<file path="src/alert_qual_defines.svh">
// constants for the temperature alert qualifier
`ifndef ALERT_QUAL_DEFINES_SVH
`define ALERT_QUAL_DEFINES_SVH
// register byte addresses, one aligned word each; byte address is four times the index
`define IDX_COUNT_SETTING   8'h22
`define OFS_COUNT_SETTING   8'h88
`define OFS_CONTROL         8'h00
`define OFS_HOT_SELECT      8'h04
`define OFS_HOT_TEMP        8'h08
`define OFS_HOT_STATUS      8'h0C
`define OFS_HIGH_STATUS     8'h10
`define OFS_LOW_STATUS      8'h14
`define OFS_FAULT_STATUS    8'h18
`define OFS_OVERTEMP_STATUS 8'h1C
`define OFS_PIN_STATUS      8'h20
`define OFS_ATTN_MASK       8'h24
`define OFS_HYSTERESIS      8'h28
// count setting fields
`define ATTN_FIELD_LSB      0
`define OVER_FIELD_LSB      4
`define ATTN_FIELD_RESET    3'h0
`define OVER_FIELD_RESET    3'h7
// control bits and hysteresis reset value
`define CTRL_COMPARATOR_BIT 0
`define CTRL_TRACK_HOT_BIT  1
`define HYST_RESET          8'h0A
// axi responses
`define RESP_OKAY           2'h0
`define RESP_SLVERR         2'h2
`endif

</file>
<file path="src/alert_qual_pkg.sv">
// types for the temperature alert qualifier
package alert_qual_pkg;
  // one channel's measurement as delivered by the converter
  typedef struct packed {
    logic       above_high;
    logic       below_low;
    logic       fault;
    logic       above_over;
    logic       below_over_hyst;
    logic       below_high_hyst;
    logic [7:0] temp;
  } chan_meas_t;
  // count decoding result
  typedef enum logic [2:0] {
    need_one   = 3'b000,
    need_two   = 3'b001,
    need_three = 3'b011,
    need_four  = 3'b111
  } count_code_t;
  // register bus slave states
  typedef enum logic [2:0] {
    bus_idle  = 3'b001,
    bus_wresp = 3'b010,
    bus_rresp = 3'b100
  } bus_state_t;
endpackage

</file>
<file path="src/consec_counter.sv">
// per-channel consecutive measurement counter
`timescale 1ns/1ns
`default_nettype none
module consec_counter (
  // clock and reset
  input  wire logic       mclk,
  input  wire logic       srst,
  // measurement qualification
  input  wire logic       update,
  input  wire logic       enable,
  input  wire logic       condition,
  input  wire logic       release_ok,
  input  wire logic       sticky,
  input  wire logic [2:0] need,
  // result
  output logic            fire,
  output logic            held
);
  logic [2:0] count;
  wire  [2:0] count_inc = count + 3'h1;
  wire        reach     = condition && (count_inc >= need);

  assign fire = update && enable && reach;
  // a sticky counter stays at its target until the release threshold is crossed
  always_ff @(posedge mclk) begin
    if (srst) begin
      count <= 3'h0;
      held  <= 1'b0;
    end else if (update && enable) begin
      if (held) begin
        if (release_ok) begin
          count <= 3'h0;
          held  <= 1'b0;
        end
      end else if (reach) begin
        count <= sticky ? need : 3'h0;
        held  <= sticky;
      end else if (condition) begin
        count <= count_inc;
      end else begin
        count <= 3'h0;
      end
    end
  end
endmodule
`default_nettype wire

</file>
<file path="src/hottest_select.sv">
// hottest channel comparator
`timescale 1ns/1ns
`default_nettype none
module hottest_select #(
  parameter int NCH = 5
) (
  // channel temperatures and selection
  input  wire logic [NCH*8-1:0] temps,
  input  wire logic [NCH-1:0]   sel,
  // result
  output logic      [7:0]       hot_temp,
  output logic      [NCH-1:0]   hot_flags
);
  wire  [7:0] running [NCH:0];
  assign running[0] = 8'h00;
  genvar i;
  // running maximum over selected channels
  generate
    for (i = 0; i < NCH; i++) begin : g_max
      wire [7:0] t = temps[i*8 +: 8];
      assign running[i+1] = (sel[i] && t > running[i]) ? t : running[i];
      assign hot_flags[i] = sel[i] && (t == running[NCH]);
    end
  endgenerate
  assign hot_temp = running[NCH];
endmodule
`default_nettype wire

</file>
<file path="src/temp_alert_qualifier.sv">
// alert qualification logic with axi4-lite register access
//
// Added by the designer: the AXI4-Lite slave port.
`timescale 1ns/1ns
`default_nettype none
`include "alert_qual_defines.svh"
// Functional notes
// [RL1] each channel has separate attention and over-temperature counters
// [RL2] attention counter steps on consecutive high, low or fault conditions
// [RL3] attention counter clears on a measurement with no error
// [RL4] interrupt mode: at count set status and flags, pulse pin, clear counter; the code latches the pin until software clears it
// [RL5] comparator mode: attention counter counts only high-limit excursions
// [RL6] comparator mode: pin and counter hold until below high minus hysteresis
// [RL7] comparator mode: low and fault set status at once, pin untouched
// [RL8] disabled channels are skipped by all counting
// [RL9] order is limit, counter, status, mask, pin for both pins; the over-temperature pin has no mask stage in the code
// [RL10] firing channel alone gets status and counter reset
// [RL11] over-temperature counter steps above the over-temperature limit
// [RL12] before assertion the over-temperature counter clears below the limit
// [RL13] over-temperature pin goes low after programmed consecutive excursions
// [RL14] after assertion it releases only below limit minus hysteresis
// [RL15] count code 000,001,011,111 means 1,2,3,4 measurements
// [RL16] reset selects one for attention and four for over-temperature
// [RL17] one count setting shared by all channels of a pin type
// [RL18] undefined count codes are ignored, previous setting kept
// [RL19] each cycle the hottest selected channel is recorded with status
// [RL20] ties set hottest status for every tied channel
// [RL21] tracking enabled: hottest change flags event and may raise attention
// [RL22] diode open or supply short counts as a fault
// [RL23] all results update once per completed conversion
module temp_alert_qualifier #(
  parameter int NCH = 5
) (
  // clock and reset
  input  wire logic                           mclk,
  input  wire logic                           srst,
  // measurement inputs
  input  wire logic                           meas_done,
  input  wire logic [NCH-1:0]                 chan_enable,
  input  wire alert_qual_pkg::chan_meas_t [NCH-1:0] meas,
  input  wire logic [NCH-1:0]                 diode_open,
  input  wire logic [NCH-1:0]                 diode_supply_short,
  // pins, open drain: enable low means driving low
  output logic                                attention_n_o,
  output logic                                attention_n_oe,
  output logic                                overtemp_n_o,
  output logic                                overtemp_n_oe,
  // axi4-lite write address and data
  input  wire logic                           awvalid,
  output logic                                awready,
  input  wire logic [7:0]                     awaddr,
  input  wire logic                           wvalid,
  output logic                                wready,
  input  wire logic [31:0]                    wdata,
  input  wire logic [3:0]                     wstrb,
  // axi4-lite write response
  output logic                                bvalid,
  input  wire logic                           bready,
  output logic [1:0]                          bresp,
  // axi4-lite read
  input  wire logic                           arvalid,
  output logic                                arready,
  input  wire logic [7:0]                     araddr,
  output logic                                rvalid,
  input  wire logic                           rready,
  output logic [31:0]                         rdata,
  output logic [1:0]                          rresp
);
  // registers
  logic [2:0]     attn_need_code;
  logic [2:0]     over_need_code;
  logic [1:0]     control;
  logic [NCH-1:0] hot_select;
  logic [NCH-1:0] attn_mask;
  logic [7:0]     hysteresis;
  logic [7:0]     hot_temp;
  logic [NCH-1:0] hot_status;
  logic [NCH-1:0] prev_hot;
  logic           hot_changed;
  logic [NCH-1:0] high_status;
  logic [NCH-1:0] low_status;
  logic [NCH-1:0] fault_status;
  logic [NCH-1:0] over_status;
  logic           attn_int;
  logic           meas_seen;
  alert_qual_pkg::bus_state_t bus_state;
  logic [7:0]     wr_addr;
  logic [31:0]    wr_data;
  logic [3:0]     wr_strb;
  logic           have_aw;
  logic           have_w;
  wire            clear_attn;

  wire comparator = control[`CTRL_COMPARATOR_BIT];
  wire track_hottest_change = control[`CTRL_TRACK_HOT_BIT];

  // count code decode to number of measurements
  function automatic logic [2:0] decode_need(input logic [2:0] code);
    case (code)
      3'b000:  decode_need = 3'h1;
      3'b001:  decode_need = 3'h2;
      3'b011:  decode_need = 3'h3;
      3'b111:  decode_need = 3'h4;
      default: decode_need = 3'h1;
    endcase
  endfunction
  function automatic logic code_valid(input logic [2:0] code);
    code_valid = (code == 3'b000) || (code == 3'b001) || (code == 3'b011) ||
                 (code == 3'b111);
  endfunction

  wire [2:0] attn_need = decode_need(attn_need_code); // [RL15] [RL17]
  wire [2:0] over_need = decode_need(over_need_code); // [RL15] [RL17]

  // per-channel counters, one pair per channel
  wire [NCH-1:0] attn_fire;
  wire [NCH-1:0] attn_held;
  wire [NCH-1:0] over_fire;
  wire [NCH-1:0] over_held;
  wire [NCH-1:0] fault_now;
  wire [NCH-1:0] attn_cond;
  wire [NCH-1:0] low_now, high_now;
  genvar i;
  generate
    for (i = 0; i < NCH; i++) begin : g_chan
      // open or supply short on the diode pins is a fault
      assign fault_now[i] = meas[i].fault || diode_open[i] || diode_supply_short[i]; // [RL22]
      assign low_now[i]   = meas[i].below_low;
      assign high_now[i]  = meas[i].above_high;
      // comparator mode counts only high-limit excursions
      assign attn_cond[i] = comparator ? meas[i].above_high :
                            (meas[i].above_high || meas[i].below_low || fault_now[i]); // [RL2] [RL3] [RL5]
      consec_counter u_attn ( // [RL1]
        .mclk       (mclk),
        .srst       (srst),
        .update     (meas_done),
        .enable     (chan_enable[i]), // [RL8]
        .condition  (attn_cond[i]),
        .release_ok (meas[i].below_high_hyst),
        .sticky     (comparator),
        .need       (attn_need),
        .fire       (attn_fire[i]),
        .held       (attn_held[i])
      );
      consec_counter u_over ( // [RL1] [RL11] [RL12] [RL14]
        .mclk       (mclk),
        .srst       (srst),
        .update     (meas_done),
        .enable     (chan_enable[i]),
        .condition  (meas[i].above_over),
        .release_ok (meas[i].below_over_hyst),
        .sticky     (1'b1),
        .need       (over_need),
        .fire       (over_fire[i]),
        .held       (over_held[i])
      );
    end
  endgenerate

  // hottest comparison on the current measurement set
  wire [NCH*8-1:0] temps_flat;
  wire [7:0]       next_hot_temp;
  wire [NCH-1:0]   next_hot_flags;
  generate
    for (i = 0; i < NCH; i++) begin : g_temp
      assign temps_flat[i*8 +: 8] = meas[i].temp;
    end
  endgenerate
  hottest_select #(.NCH(NCH)) u_hot (
    .temps     (temps_flat),
    .sel       (hot_select & chan_enable),
    .hot_temp  (next_hot_temp),
    .hot_flags (next_hot_flags)
  );
  wire hot_change_evt = meas_seen && (next_hot_flags != prev_hot); // [RL21]

  // status capture; interrupt-mode statuses are sticky, only the firing channel sets
  wire [NCH-1:0] en_low   = chan_enable & {NCH{comparator}};
  wire [NCH-1:0] set_high = attn_fire & {NCH{1'b1}};
  wire [NCH-1:0] set_low  = comparator ? (en_low & low_now) : (attn_fire & low_now);
  wire [NCH-1:0] set_flt  = comparator ? (en_low & fault_now) : (attn_fire & fault_now);

  // status, mask and pin: mask gates only the pin, never the status
  wire attn_comp_level = |((attn_held | attn_fire) & ~attn_mask);
  wire attn_event = meas_done && ((!comparator && |(set_high & high_now & ~attn_mask)) ||
                    |(set_low & ~en_low & ~attn_mask) || |(set_flt & ~en_low & ~attn_mask) ||
                    (track_hottest_change && hot_change_evt)); // [RL9] [RL4] [RL7] [RL6]
  wire over_level = |(over_held | over_fire); // [RL13]

  always_ff @(posedge mclk) begin
    if (srst) begin
      high_status  <= '0;
      low_status   <= '0;
      fault_status <= '0;
      over_status  <= '0;
    end else if (meas_done) begin // [RL23]
      high_status  <= high_status  | (set_high & high_now);   // [RL4] [RL10]
      low_status   <= low_status   | set_low;                 // [RL7]
      fault_status <= fault_status | set_flt;
      over_status  <= over_status  | over_fire;
    end
  end

  // hottest record and change flag
  always_ff @(posedge mclk) begin
    if (srst) begin
      hot_temp    <= 8'h00;
      hot_status  <= '0;
      prev_hot    <= '0;
      meas_seen   <= 1'b0;
      hot_changed <= 1'b0;
    end else if (meas_done) begin
      hot_temp    <= next_hot_temp;  // [RL19]
      hot_status  <= next_hot_flags; // [RL20]
      prev_hot    <= next_hot_flags;
      meas_seen   <= 1'b1;
      hot_changed <= hot_changed | (track_hottest_change && hot_change_evt); // [RL21]
    end
  end

  // pin drive: interrupt mode latches until software clears it, comparator follows level
  always_ff @(posedge mclk) begin
    if (srst) begin
      attn_int       <= 1'b0;
      attention_n_oe <= 1'b1;
      overtemp_n_oe  <= 1'b1;
      attention_n_o  <= 1'b0;
      overtemp_n_o   <= 1'b0;
    end else begin
      if (attn_event) attn_int <= 1'b1;
      else if (clear_attn) attn_int <= 1'b0;
      attention_n_oe <= ~((comparator && attn_comp_level) || attn_int); // [RL6]
      overtemp_n_oe  <= ~over_level;                                   // [RL13]
      attention_n_o  <= 1'b0; // open drain: only the enables ever move
      overtemp_n_o   <= 1'b0;
    end
  end

  // axi4-lite write: address and data taken in either order
  wire do_write  = have_aw && have_w && (bus_state == alert_qual_pkg::bus_idle);
  wire hit_count = wr_addr == `OFS_COUNT_SETTING;
  wire [2:0] new_attn = wr_data[`ATTN_FIELD_LSB +: 3];
  wire [2:0] new_over = wr_data[`OVER_FIELD_LSB +: 3];
  wire known_wr = hit_count || wr_addr == `OFS_CONTROL || wr_addr == `OFS_HOT_SELECT ||
                  wr_addr == `OFS_ATTN_MASK || wr_addr == `OFS_HYSTERESIS;
  assign clear_attn = do_write && wr_addr == `OFS_PIN_STATUS && wr_strb[0];
  always_ff @(posedge mclk) begin
    if (srst) begin
      have_aw <= 1'b0;
      have_w  <= 1'b0;
      wr_addr <= 8'h00;
      wr_data <= 32'h0000_0000;
      wr_strb <= 4'h0;
    end else begin
      if (awvalid && awready) begin
        have_aw <= 1'b1;
        wr_addr <= awaddr;
      end else if (do_write) have_aw <= 1'b0;
      if (wvalid && wready) begin
        have_w  <= 1'b1;
        wr_data <= wdata;
        wr_strb <= wstrb;
      end else if (do_write) have_w <= 1'b0;
    end
  end
  assign awready = ~have_aw;
  assign wready  = ~have_w;

  // register updates; undefined count codes leave the field alone
  always_ff @(posedge mclk) begin
    if (srst) begin
      attn_need_code <= `ATTN_FIELD_RESET; // [RL16]
      over_need_code <= `OVER_FIELD_RESET; // [RL16]
      control        <= 2'h0;
      hot_select     <= '1;
      attn_mask      <= '0;
      hysteresis     <= `HYST_RESET;
    end else if (do_write && wr_strb[0]) begin
      if (hit_count && code_valid(new_attn)) attn_need_code <= new_attn; // [RL18]
      if (hit_count && code_valid(new_over)) over_need_code <= new_over; // [RL18]
      if (wr_addr == `OFS_CONTROL)    control    <= wr_data[1:0];
      if (wr_addr == `OFS_HOT_SELECT) hot_select <= wr_data[NCH-1:0];
      if (wr_addr == `OFS_ATTN_MASK)  attn_mask  <= wr_data[NCH-1:0];
      if (wr_addr == `OFS_HYSTERESIS) hysteresis <= wr_data[7:0];
    end
  end

  // read data mux
  logic [31:0] rd_word;
  always_comb begin
    rd_word = 32'h0000_0000;
    case (araddr)
      `OFS_COUNT_SETTING:   rd_word = {24'h00_0000, 1'b0, over_need_code, 1'b0, attn_need_code};
      `OFS_CONTROL:         rd_word = {30'h0, control};
      `OFS_HOT_SELECT:      rd_word[NCH-1:0] = hot_select;
      `OFS_HOT_TEMP:        rd_word[7:0] = hot_temp;
      `OFS_HOT_STATUS:      rd_word = {23'h0, hot_changed, 8'h00} | 32'(hot_status);
      `OFS_HIGH_STATUS:     rd_word[NCH-1:0] = high_status;
      `OFS_LOW_STATUS:      rd_word[NCH-1:0] = low_status;
      `OFS_FAULT_STATUS:    rd_word[NCH-1:0] = fault_status;
      `OFS_OVERTEMP_STATUS: rd_word[NCH-1:0] = over_status;
      `OFS_PIN_STATUS:      rd_word[1:0] = {~overtemp_n_oe, ~attention_n_oe};
      `OFS_ATTN_MASK:       rd_word[NCH-1:0] = attn_mask;
      `OFS_HYSTERESIS:      rd_word[7:0] = hysteresis;
      default:              rd_word = 32'h0000_0000;
    endcase
  end
  wire rd_known = (araddr <= `OFS_HYSTERESIS && araddr[1:0] == 2'b00) ||
                  araddr == `OFS_COUNT_SETTING;

  // response channel state machine
  always_ff @(posedge mclk) begin
    if (srst) begin
      bus_state <= alert_qual_pkg::bus_idle;
      bvalid    <= 1'b0;
      bresp     <= `RESP_OKAY;
      rvalid    <= 1'b0;
      rdata     <= 32'h0000_0000;
      rresp     <= `RESP_OKAY;
    end else begin
      case (bus_state)
        alert_qual_pkg::bus_idle: begin
          if (do_write) begin
            bvalid    <= 1'b1;
            bresp     <= (known_wr || wr_addr == `OFS_PIN_STATUS) ? `RESP_OKAY : `RESP_SLVERR;
            bus_state <= alert_qual_pkg::bus_wresp;
          end else if (arvalid) begin
            rvalid    <= 1'b1;
            rdata     <= rd_word;
            rresp     <= rd_known ? `RESP_OKAY : `RESP_SLVERR;
            bus_state <= alert_qual_pkg::bus_rresp;
          end
        end
        alert_qual_pkg::bus_wresp: begin
          if (bready) begin
            bvalid    <= 1'b0;
            bus_state <= alert_qual_pkg::bus_idle;
          end
        end
        alert_qual_pkg::bus_rresp: begin
          if (rready) begin
            rvalid    <= 1'b0;
            bus_state <= alert_qual_pkg::bus_idle;
          end
        end
        default: bus_state <= alert_qual_pkg::bus_idle;
      endcase
    end
  end
  assign arready = (bus_state == alert_qual_pkg::bus_idle) && !do_write;
endmodule
`default_nettype wire

</file>
<file path="config.mk">
export PLATFORM = sky130hd
export DESIGN_NAME = temp_alert_qualifier
export DESIGN_NICKNAME = d
export VERILOG_FILES = /design/src/alert_qual_pkg.sv /design/src/consec_counter.sv /design/src/hottest_select.sv /design/src/temp_alert_qualifier.sv
export VERILOG_INCLUDE_DIRS = /design/src
export SDC_FILE = /design/constraint.sdc
export NUM_CORES = 1
export LEC_CHECK = 0
export BUFFER_PORTS_ARGS = -buffer_cell sky130_fd_sc_hd__buf_2
export CORE_UTILIZATION = 52
export CTS_CLUSTER_SIZE = 10
export DETAILED_ROUTE_END_ITERATION = 6
export PLACE_DENSITY = 0.88
export SYNTH_ARGS = -nofsm -noshare
export SYNTH_HDL_FRONTEND = slang
export SYNTH_HIERARCHICAL = 1
export SYNTH_SLANG_ARGS = --single-unit
export TNS_END_PERCENT = 100
</file>
<file path="constraint.sdc">
create_clock -name mclk -period 10.65 [get_ports mclk]
set_input_delay 2.13 -clock mclk [delete_from_list [all_inputs] [get_ports mclk]]
set_output_delay 2.13 -clock mclk [all_outputs]
set_load 0.01 [all_outputs]
</file>
Word-level counts from Yosys, hierarchy flattened
Index checks and enable logic that the tools add are counted.
{"block": "op_classes", "n_addsub": 10, "order_cmp": 16, "eq_ne": 53, "n_mux": 108, "bitwise_logic": 30, "n_reduce_logical": 125}
{"cell": "$mux 3", "n": 45}
{"cell": "$and 5x5->5", "n": 13}
{"cell": "$logic_and 1x1->1", "n": 51}
{"cell": "$eq 8x6->1 const B", "n": 6}
{"cell": "$mux 1", "n": 46}
{"cell": "$eq 8x8->1", "n": 5}
{"cell": "$mux 8", "n": 5}
{"cell": "$logic_or 1x1->1", "n": 36}
{"cell": "$reduce_and 2->1", "n": 17}
{"cell": "$eq 8x5->1 const B", "n": 4}
{"cell": "$gt 8x8->1", "n": 4}
{"cell": "$add 3x1->3 const B", "n": 10}
{"cell": "$ge 3x3->1", "n": 10}
{"cell": "$ne 2x2->1 const B", "n": 15}
{"cell": "$or 5x5->5", "n": 6}
{"cell": "$pmux 3 s10", "n": 1}
{"cell": "$pmux 3 s3", "n": 3}
{"cell": "$reduce_or 5->1", "n": 5}
{"cell": "$pmux 2 s12", "n": 1}
{"cell": "$eq 8x3->1 const B", "n": 2}
{"cell": "$eq 8x4->1 const B", "n": 2}
{"cell": "$eq 8x8->1 const B", "n": 2}
{"cell": "$logic_not 8->1", "n": 2}
{"cell": "$eq 3x1->1 const B", "n": 5}
{"cell": "20 further kinds", "n": 46}
{"block": "totals", "ff_bits": 164, "input_bits": 145, "elab_cells": 390}

Longest topological paths before layout
Gate-level depths: netlist of run 1.
{"block": "logic_depth", "word_depth": 23, "mapped_depth": 49, "mapped_depth_nobuf": 46}

Modules after synthesis
The synthesis of run 1 kept the hierarchy.
{"module": "temp_alert_qualifier", "n_inst": 1, "cells_each": 603, "area_per_inst_um2": 5013.6, "seq_area_each_um2": 1981.9}
{"module": "consec_counter", "n_inst": 10, "cells_each": 38, "area_per_inst_um2": 340.3, "seq_area_each_um2": 80.1}
{"module": "hottest_select", "n_inst": 1, "cells_each": 354, "area_per_inst_um2": 2733.9, "seq_area_each_um2": 0.0}

Worst setup path before layout of run 1
Ideal clock, no wire load.
{"block": "synth_timing", "path_type": "input to register", "from": "input port chan_enable[0]", "to": "register attn_int", "arrival_time_ps": 9969, "setup_slack_ps": 549, "cell_stages": 45, "cell_sequence": "and2_1 -> clkbuf_1 -> nand2_1 -> ha_1 -> nand2_4 -> or3_1 -> nand3_1 -> nor2_1 -> clkbuf_1 -> o21ai_0 -> inv_1 -> ha_1 -> and3_1 -> nand3_1 -> a211oi_1 -> mux2_2 -> a21oi_4 -> nor2_8 -> [... 9 more ...] -> a21oi_1 -> a21oi_2 -> ha_1 -> a21o_1 -> a21o_1 -> a21oi_1 -> o21ai_0 -> o211ai_2 -> clkbuf_8 -> a31oi_1 -> a31oi_1 -> nand4_1 -> nor4_2 -> xor2_1 -> nor3_1 -> a31oi_1 -> a21oi_1 -> a21oi_1"}
{"block": "synth_between", "elab_chain_len": 23, "elab_cells_between_ends": 54, "cone_classes": "order compare (4); eq/ne (6); mux (8); bitwise (13); reduce/logical (23)"}
{"element": "start, declared", "line_no": "temp_alert_qualifier.sv:39", "source": "input wire logic [NCH-1:0] chan_enable,"}
{"element": "$and 5x5->5 (*)", "line_no": "temp_alert_qualifier.sv:171", "source": ".sel (hot_select & chan_enable),"}
{"element": "$logic_and 1x1->1 (*)", "line_no": "hottest_select.sv:21", "source": "assign running[i+1] = (sel[i] && t > running[i]) ? t : running[i];"}
{"element": "$mux 8 (*)", "line_no": "hottest_select.sv:21"}
{"element": "$gt 8x8->1", "line_no": "hottest_select.sv:21"}
{"element": "$logic_and 1x1->1", "line_no": "hottest_select.sv:21"}
{"element": "$mux 8 (*)", "line_no": "hottest_select.sv:21"}
{"element": "$gt 8x8->1", "line_no": "hottest_select.sv:21"}
{"element": "$logic_and 1x1->1", "line_no": "hottest_select.sv:21"}
{"element": "[... 8 more ...]"}
{"element": "$logic_and 1x1->1 (*)", "line_no": "hottest_select.sv:22", "source": "assign hot_flags[i] = sel[i] && (t == running[NCH]);"}
{"element": "named net next_hot_flags[2]", "line_no": "temp_alert_qualifier.sv:163", "source": "wire [NCH-1:0] next_hot_flags;"}
{"element": "$ne 5x5->1 (*)", "line_no": "temp_alert_qualifier.sv:175", "source": "wire hot_change_evt = meas_seen && (next_hot_flags != prev_hot);"}
{"element": "$logic_and 1x1->1 (*)", "line_no": "temp_alert_qualifier.sv:175"}
{"element": "$logic_and 1x1->1 (*)", "line_no": "temp_alert_qualifier.sv:187", "source": "(track_hottest_change && hot_change_evt));"}
{"element": "$logic_or 1x1->1 (*)", "line_no": "temp_alert_qualifier.sv:186", "source": "|(set_low & ~en_low & ~attn_mask) || |(set_flt & ~en_low & ~attn_mask) ||"}
{"element": "$logic_and 1x1->1 (*)", "line_no": "temp_alert_qualifier.sv:185", "source": "wire attn_event = meas_done && ((!comparator && |(set_high & high_now & ~attn_mask)) ||"}
{"element": "$mux 1 / $reduce_bool 2->1 (equally long branches)"}
{"element": "end signal, assigned", "line_no": "temp_alert_qualifier.sv:224", "source": "attn_int <= 1'b0;"}
{"element": "end signal, assigned", "line_no": "temp_alert_qualifier.sv:230", "source": "if (attn_event) attn_int <= 1'b1;"}
{"element": "end signal, assigned", "line_no": "temp_alert_qualifier.sv:231", "source": "else if (clear_attn) attn_int <= 1'b0;"}
{"element": "end, declared", "line_no": "temp_alert_qualifier.sv:84", "source": "logic attn_int;"}
Mark *: on every way through the listed nets, which the timed path passes. The rest lies on a longest branch.
A chain may end at the register's enable or synchronous reset.

Final worst setup path of run 1
Ends and elaborated chain as after synthesis.

==> results.ini, run 1 <==
[yosys]
synth-edff-count=0
async_reset_ff_frac=0
ys_seq_elements=139
seq_area_frac_synth=0.250
yosysWarnings=6
synth_ff_type=dfxtp_1
yosys-top-cells-area=dfxtp_1 (25%), ha_1 (7.6%), mux2i_1 (5.3%)
synth_area_sq_um=11200
synth_top_area_share=0.250
ys_types=111
synthCells=1337
syn_area_per_cell_sq_um=8.34
yosys.area.top_type=dfxtp_1

[die]
die_w_microns=148
core_sq_um=21000
rows=53
die_y_microns=148
initial_core_util=0.530
io_pins=190
die_area_sq_um=22000

[setup_path]
path_max_fanout=9
ff2ff_path_depth=44
worstSetupPathType=input pin to flip-flop
cp_slowest_stage_delay_ns=0.38
end_kind=flip-flop
cp_slowest_cell=or3_1
cp-start-kind=input pin
r2r_slack_ns=1.97
regToRegEndpoint=attn_int
r2r_start=hot_select[0]
arrival_ns=10.51
required_ns=10.94

[timing]
min_period_over_period=0.960
hold_violations=0
finalSetupViolations=0
hold_ws_ns=0.454
clock_skew_ns=0.0121
slew_violations=0
tightest_slew_ns=0.979
max_slew_margin=0.346
fin_crit_ns=10.22
fmax_mhz=97.8
finalSetupTns_ns=0

[power]
p_leak_nw=5.55
peakVddDrop_v=0.000113
finalPower_mw=1.56
p_per_area_nw_per_um2=123

[drt]
avgRoutedWirePerCell_microns=18.0
vias=10758
avgViaCountPerCell=6.01
remaining_drc_errors=0
postRouteAntennaNets=0
firstDrtPassIters=6
drt-initial-drc-count=860
routed_wl_microns=32300

[clock_network]
cts_num_sinks=139
cts_made_buffers=17
clk_pin_slew_ns=0.07
root_buffer=clkbuf_16
cts_tree=done
insertion_delay_ns=0.43
clock_tree.htree_level_count=4
cts_hold_buf=0
clockBufferDepth=2

[worst_hold_path]
min_delay_path_depth=2
hold_start=rdata[2]
whs_endpoint=rdata[2]
hp-class=flip-flop to flip-flop

[job]
drv_cap=0

[layout]
fill_cells=1785
utilization=0.607
register_area_sq_um=2780
multi_input_comb_area_sq_um=7780
nets=1714
drive_above_1_share=0.234
areaGrowthSynthToFinish_pct=14.4

[grt]
overflow=0
grt_pass1_vias=10038
grt_use_total=0.295
grt_start_max_net_pins=90
grt_pass1_wl_microns=51200
antenna_found_initial=1

[place]
globalplace.congestion=0.965
io_buffers=135
dp_hpwl_microns=24300

[status]
outcome=finished clean

stage by stage:
step                area (sq um)  std cells  setup slack, ns
finish                     12800       1791            0.430
CTS                        12700       1783            0.390
floorplan                  11300       1382            0.549
global route               12700       1789         -0.00811
global placement           12100       1751            0.117
detailed placement         12100       1751          -0.0467
metal layers:
metal | GRT usage | vias to the layer above | routed length, microns
li1 | - | 5123 | -
met1 | 0.379 | 5022 | 13400
met2 | 0.465 | 508 | 14800
met3 | 0.0791 | 105 | 2940
met4 | 0.122 | 0 | 1150
met5 | 0 | - | 0
critical path: cells and delay by family:
family	cells	cell delay [ns]
compound gates	20	3.55
xor+xnor	1	0.11
fa+ha+maj	4	1.06
buf+inv	5	0.79
mux	1	0.14
simple gates	14	2.70
registers in the layout (all words and copies together) (netlist names), 5 cells and up:
| register | flops |
|---|---|
| attn_mask | 5 |
| fault_status | 5 |
| g_chan.u_attn/count | 15 |
| g_chan.u_attn/held | 5 |
| g_chan.u_over/count | 15 |
| g_chan.u_over/held | 5 |
| high_status | 5 |
| hot_select | 5 |
| hot_temp | 8 |
| hysteresis | 8 |
| low_status | 5 |
| over_status | 5 |
| prev_hot | 5 |
| rdata | 9 |
| wr_addr | 8 |
| wr_data | 8 |
cell usage after synthesis (29+ instances only):
cell type / count
a21oi_1: 81
clkbuf_1: 29
dfxtp_1: 139
ha_1: 68
inv_1: 76
mux2i_1: 59
nand2_1: 125
nand3_1: 32
nor2_1: 126
o21ai_0: 44
xnor2_1: 30
xor2_1: 31
power breakdown:
| group | internal [mW] | switching [mW] |
|---|---|---|
| clock network | 0.319 | 0.240 |
| logic | 0.191 | 0.260 |
| registers | 0.537 | 0.0167 |
placed cells by master (no fill, tap or decap), types with 12 or more instances in the layout:
| master | instances |
|---|---|
| and2_1 | 17 |
| inv_1 | 76 |
| o2bb2ai_1 | 13 |
| a311oi_1 | 13 |
| mux2_2 | 26 |
| a211o_1 | 12 |
| buf_4 | 41 |
| buf_2 | 134 |
| conb_1 | 47 |
| a21oi_1 | 80 |
| nor2_1 | 125 |
| nor4_1 | 13 |
| dfxtp_1 | 139 |
| xnor2_1 | 30 |
| xor2_1 | 31 |
| ha_1 | 68 |
| nand2_1 | 125 |
| clkbuf_16 | 17 |
| mux2i_1 | 58 |
| nor2b_1 | 16 |
| o21ai_2 | 13 |
| o21ai_0 | 42 |
| nand2b_1 | 17 |
| and2b_2 | 20 |
| a31oi_1 | 24 |
| nand3_1 | 32 |
| nor3_1 | 14 |
cell families after synthesis:
logic type | Yosys count | synth area share
muxes | 93 | 0.0923
AOI/OAI and AO/OA | 336 | 0.226
adders and majority gates | 68 | 0.0763
DFF | 139 | 0.250
xor gates and xnor gates | 61 | 0.0479
buffers and inverters | 152 | 0.0704
other | 2 | 0.000674
and+or+nand+nor | 486 | 0.237
how the worst max path moves through the flow:
stage,from,to,slack (ns)
detailed placement,chan_enable[0],attn_int,-0.05
CTS,chan_enable[0],attn_int,0.39
global placement,chan_enable[0],attn_int,0.12
finish,chan_enable[0],attn_int,0.43
global route,chan_enable[0],attn_int,-0.008
floorplan,chan_enable[0],attn_int,0.55
final cells by class:
cell class | instances | area share
Multi-Input combinational cell | 1091 | 0.610
Sequential cell | 139 | 0.218
Timing Repair Buffer | 176 | 0.0783
Clock buffer | 21 | 0.0369
Tap cell | 275 | 0.0270
Inverter | 76 | 0.0224
Clock inverter | 11 | 0.00687
Antenna cell | 2 | 0.000392
timing repair:
action,4_1_cts,5_1_grt
endpoints found under the setup margin,0,2
setup buffers,0,6
gates resized for setup,0,8
Note: power is estimated with default switching activity, not from simulation.
==> run 2: changes to the inputs <==
- CORE_UTILIZATION: 52 -> 58
- PLACE_DENSITY: 0.88 -> 0.92
- clock period: 10.65 -> 10.3 ns (I/O delays scaled with it)
==> run 2 against run 1 <==
- the run now ends with design-rule violations left
- clock power increased by 20%
- sequential power increased by 3.6%
- cell area increased by 0.74%
- core utilization increased by 7.8 points
- die area decreased by 10%
==> results.ini, run 2 (same netlist as run 1, synthesis figures left out) <==
[timing]
max_slew_margin=0.363  ; +0.0175
finalSetupViolations=0  ; unchanged
tightest_slew_ns=0.942  ; -0.0374 ns
min_period_over_period=0.972
hold_violations=0  ; unchanged
slew_violations=0  ; unchanged
fmax_mhz=99.9
clock_skew_ns=0.00972  ; -0.00234 ns
fin_crit_ns=10.01
hold_ws_ns=0.445  ; -0.00906 ns

[place]
dp_hpwl_microns=23900  ; -1.5%
io_buffers=135  ; unchanged
globalplace.congestion=1.01  ; +4.6%
dpl.cell_count=1711  ; -2.3%

[clock_network]
cts_made_buffers=17  ; unchanged
cts_num_sinks=139  ; unchanged
clk_pin_slew_ns=0.06  ; about the same
insertion_delay_ns=0.44  ; about the same
cts_tree=done
clock_tree.htree_level_count=4  ; unchanged
cts_hold_buf=0  ; unchanged
clockBufferDepth=2  ; unchanged
root_buffer=clkbuf_16

[drt]
firstDrtPassIters=7  ; +1
vias=11162  ; +3.8%
avgRoutedWirePerCell_microns=18.9  ; +4.8%
remaining_drc_errors=5  ; +5
postRouteAntennaNets=0  ; unchanged
avgViaCountPerCell=6.37  ; +6.1%
routed_wl_microns=33100  ; +2.5%
drt-initial-drc-count=1220  ; +42%

[setup_path]
arrival_ns=10.29  ; -0.22 ns
required_ns=10.59  ; -0.35 ns
crit_buf_inv=6  ; +1
cp_slowest_cell=or3_1
cp_top_family=compound AO/OA/AOI/OAI gates
end_kind=flip-flop
ff2ff_path_depth=43  ; -2.3%
path_max_fanout=9  ; unchanged
cp_slowest_stage_delay_ns=0.42  ; +0.04 ns
cp-start-kind=input pin
worstSetupPathType=input pin to flip-flop
crit_cells=44  ; -2.2%

[grt]
grt_use_total=0.335  ; +0.0399
antenna_found_initial=0  ; -1
grt_pass1_wl_microns=52600  ; +2.6%
grt_start_max_net_pins=83  ; -7.8%
grt_pass1_vias=10538  ; +5.0%
overflow=0  ; unchanged

[die]
die_area_sq_um=19800  ; -10%
rows=50  ; -5.7%
die_w_microns=141  ; -5.2%
die_y_microns=141  ; -5.2%
io_pins=190  ; unchanged
initial_core_util=0.594  ; +0.0637
core_sq_um=18800  ; -11%

[layout]
fill_cells=1461  ; -18%
areaGrowthSynthToFinish_pct=15.2
nets=1718  ; +0.23%
mostFrequentLayoutCell=dfxtp_1
n_antenna_cell=0  ; -2
drive_above_1_share=0.238  ; +0.00399
fin_cells=1752  ; -2.2%
layout_common_cells=dfxtp_1 (139), buf_2 (134), nand2_1 (125), nor2_1 (125), a21oi_1 (80)
utilization=0.685  ; +0.0778
reg_top3=g_chan.u_attn/count: 15 flops, g_chan.u_over/count: 15 flops, rdata: 9 flops

[power]
peakVddDrop_v=0.000124  ; +9.5%
p_leak_nw=5.62  ; +1.2%
p_per_area_nw_per_um2=134  ; +9.5%

[status]
violations=design-rule violations
outcome=finished, violations left

[worst_hold_path]
hp-class=flip-flop to flip-flop
min_delay_path_depth=2  ; unchanged

[job]
drv_cap=0  ; unchanged

==> run 2: final cells by class <==
type | count | area (sq um) | area share
timing repair buffer | 180 | 1030 | 0.0803
clock buffer | 20 | 447 | 0.0348
sequential | 139 | 2780 | 0.217
tap | 234 | 293 | 0.0228
inverter | 76 | 285 | 0.0222
multi-input combinational | 1091 | 7810 | 0.608
clock inverter | 12 | 195 | 0.0152
==> run 2: worst reg2reg max path, delay by kind of cell (launching register included) <==
family	cells	cell delay [ns]
compound gates	19	3.30
xor+xnor	1	0.12
fa+ha+maj	4	1.17
buf+inv	5	0.80
flops	1	0.34
mux	1	0.27
simple gates	13	2.41
==> run 2: timing repair <==
item / 4_1_cts / 5_1_grt
resized for setup: 1 / 17
buffers inserted: 0 / 9
pin swaps: 0 / 3
endpoints found under the setup margin: 1 / 5
==> run 2: final timing paths <==
| path | slack [ns] | from | end |
|---|---|---|---|
| setup / recovery | 0.29 | chan_enable[0] | attn_int |
| hold / removal | 0.44 | rdata[4] | rdata[4] |
| setup reg to reg | 1.75 | hot_select[0] | attn_int |
| hold reg to reg | 0.44 | rdata[4] | rdata[4] |
==> run 2: per-layer routing <==
layer  global-route usage  share of wire
met5                    0              0
met4                0.181          0.045
met3               0.0673          0.094
met1                0.418           0.40
met2                0.545           0.46
==> run 2: power breakdown <==
part	internal, mW	switching, mW	total (mW)
clock network	0.434	0.236	0.669
registers	0.555	0.0176	0.573
logic	0.204	0.279	0.483
==> run 2: per-stage QoR <==
stage | worst slack [ns] | instance area, sq um | setup TNS (ns) | power, mW
after detailed placement | -0.357 | 12100 | -0.652 | 1.03
final | 0.294 | 12800 | 0 | 1.73
after floorplan | 0.269 | 11300 | 0 | 0.893
after CTS | 0.0395 | 12700 | 0 | 1.69
after global placement | -0.0220 | 12100 | -0.0220 | 1.02
after global routing | -0.142 | 12800 | -0.259 | 1.79
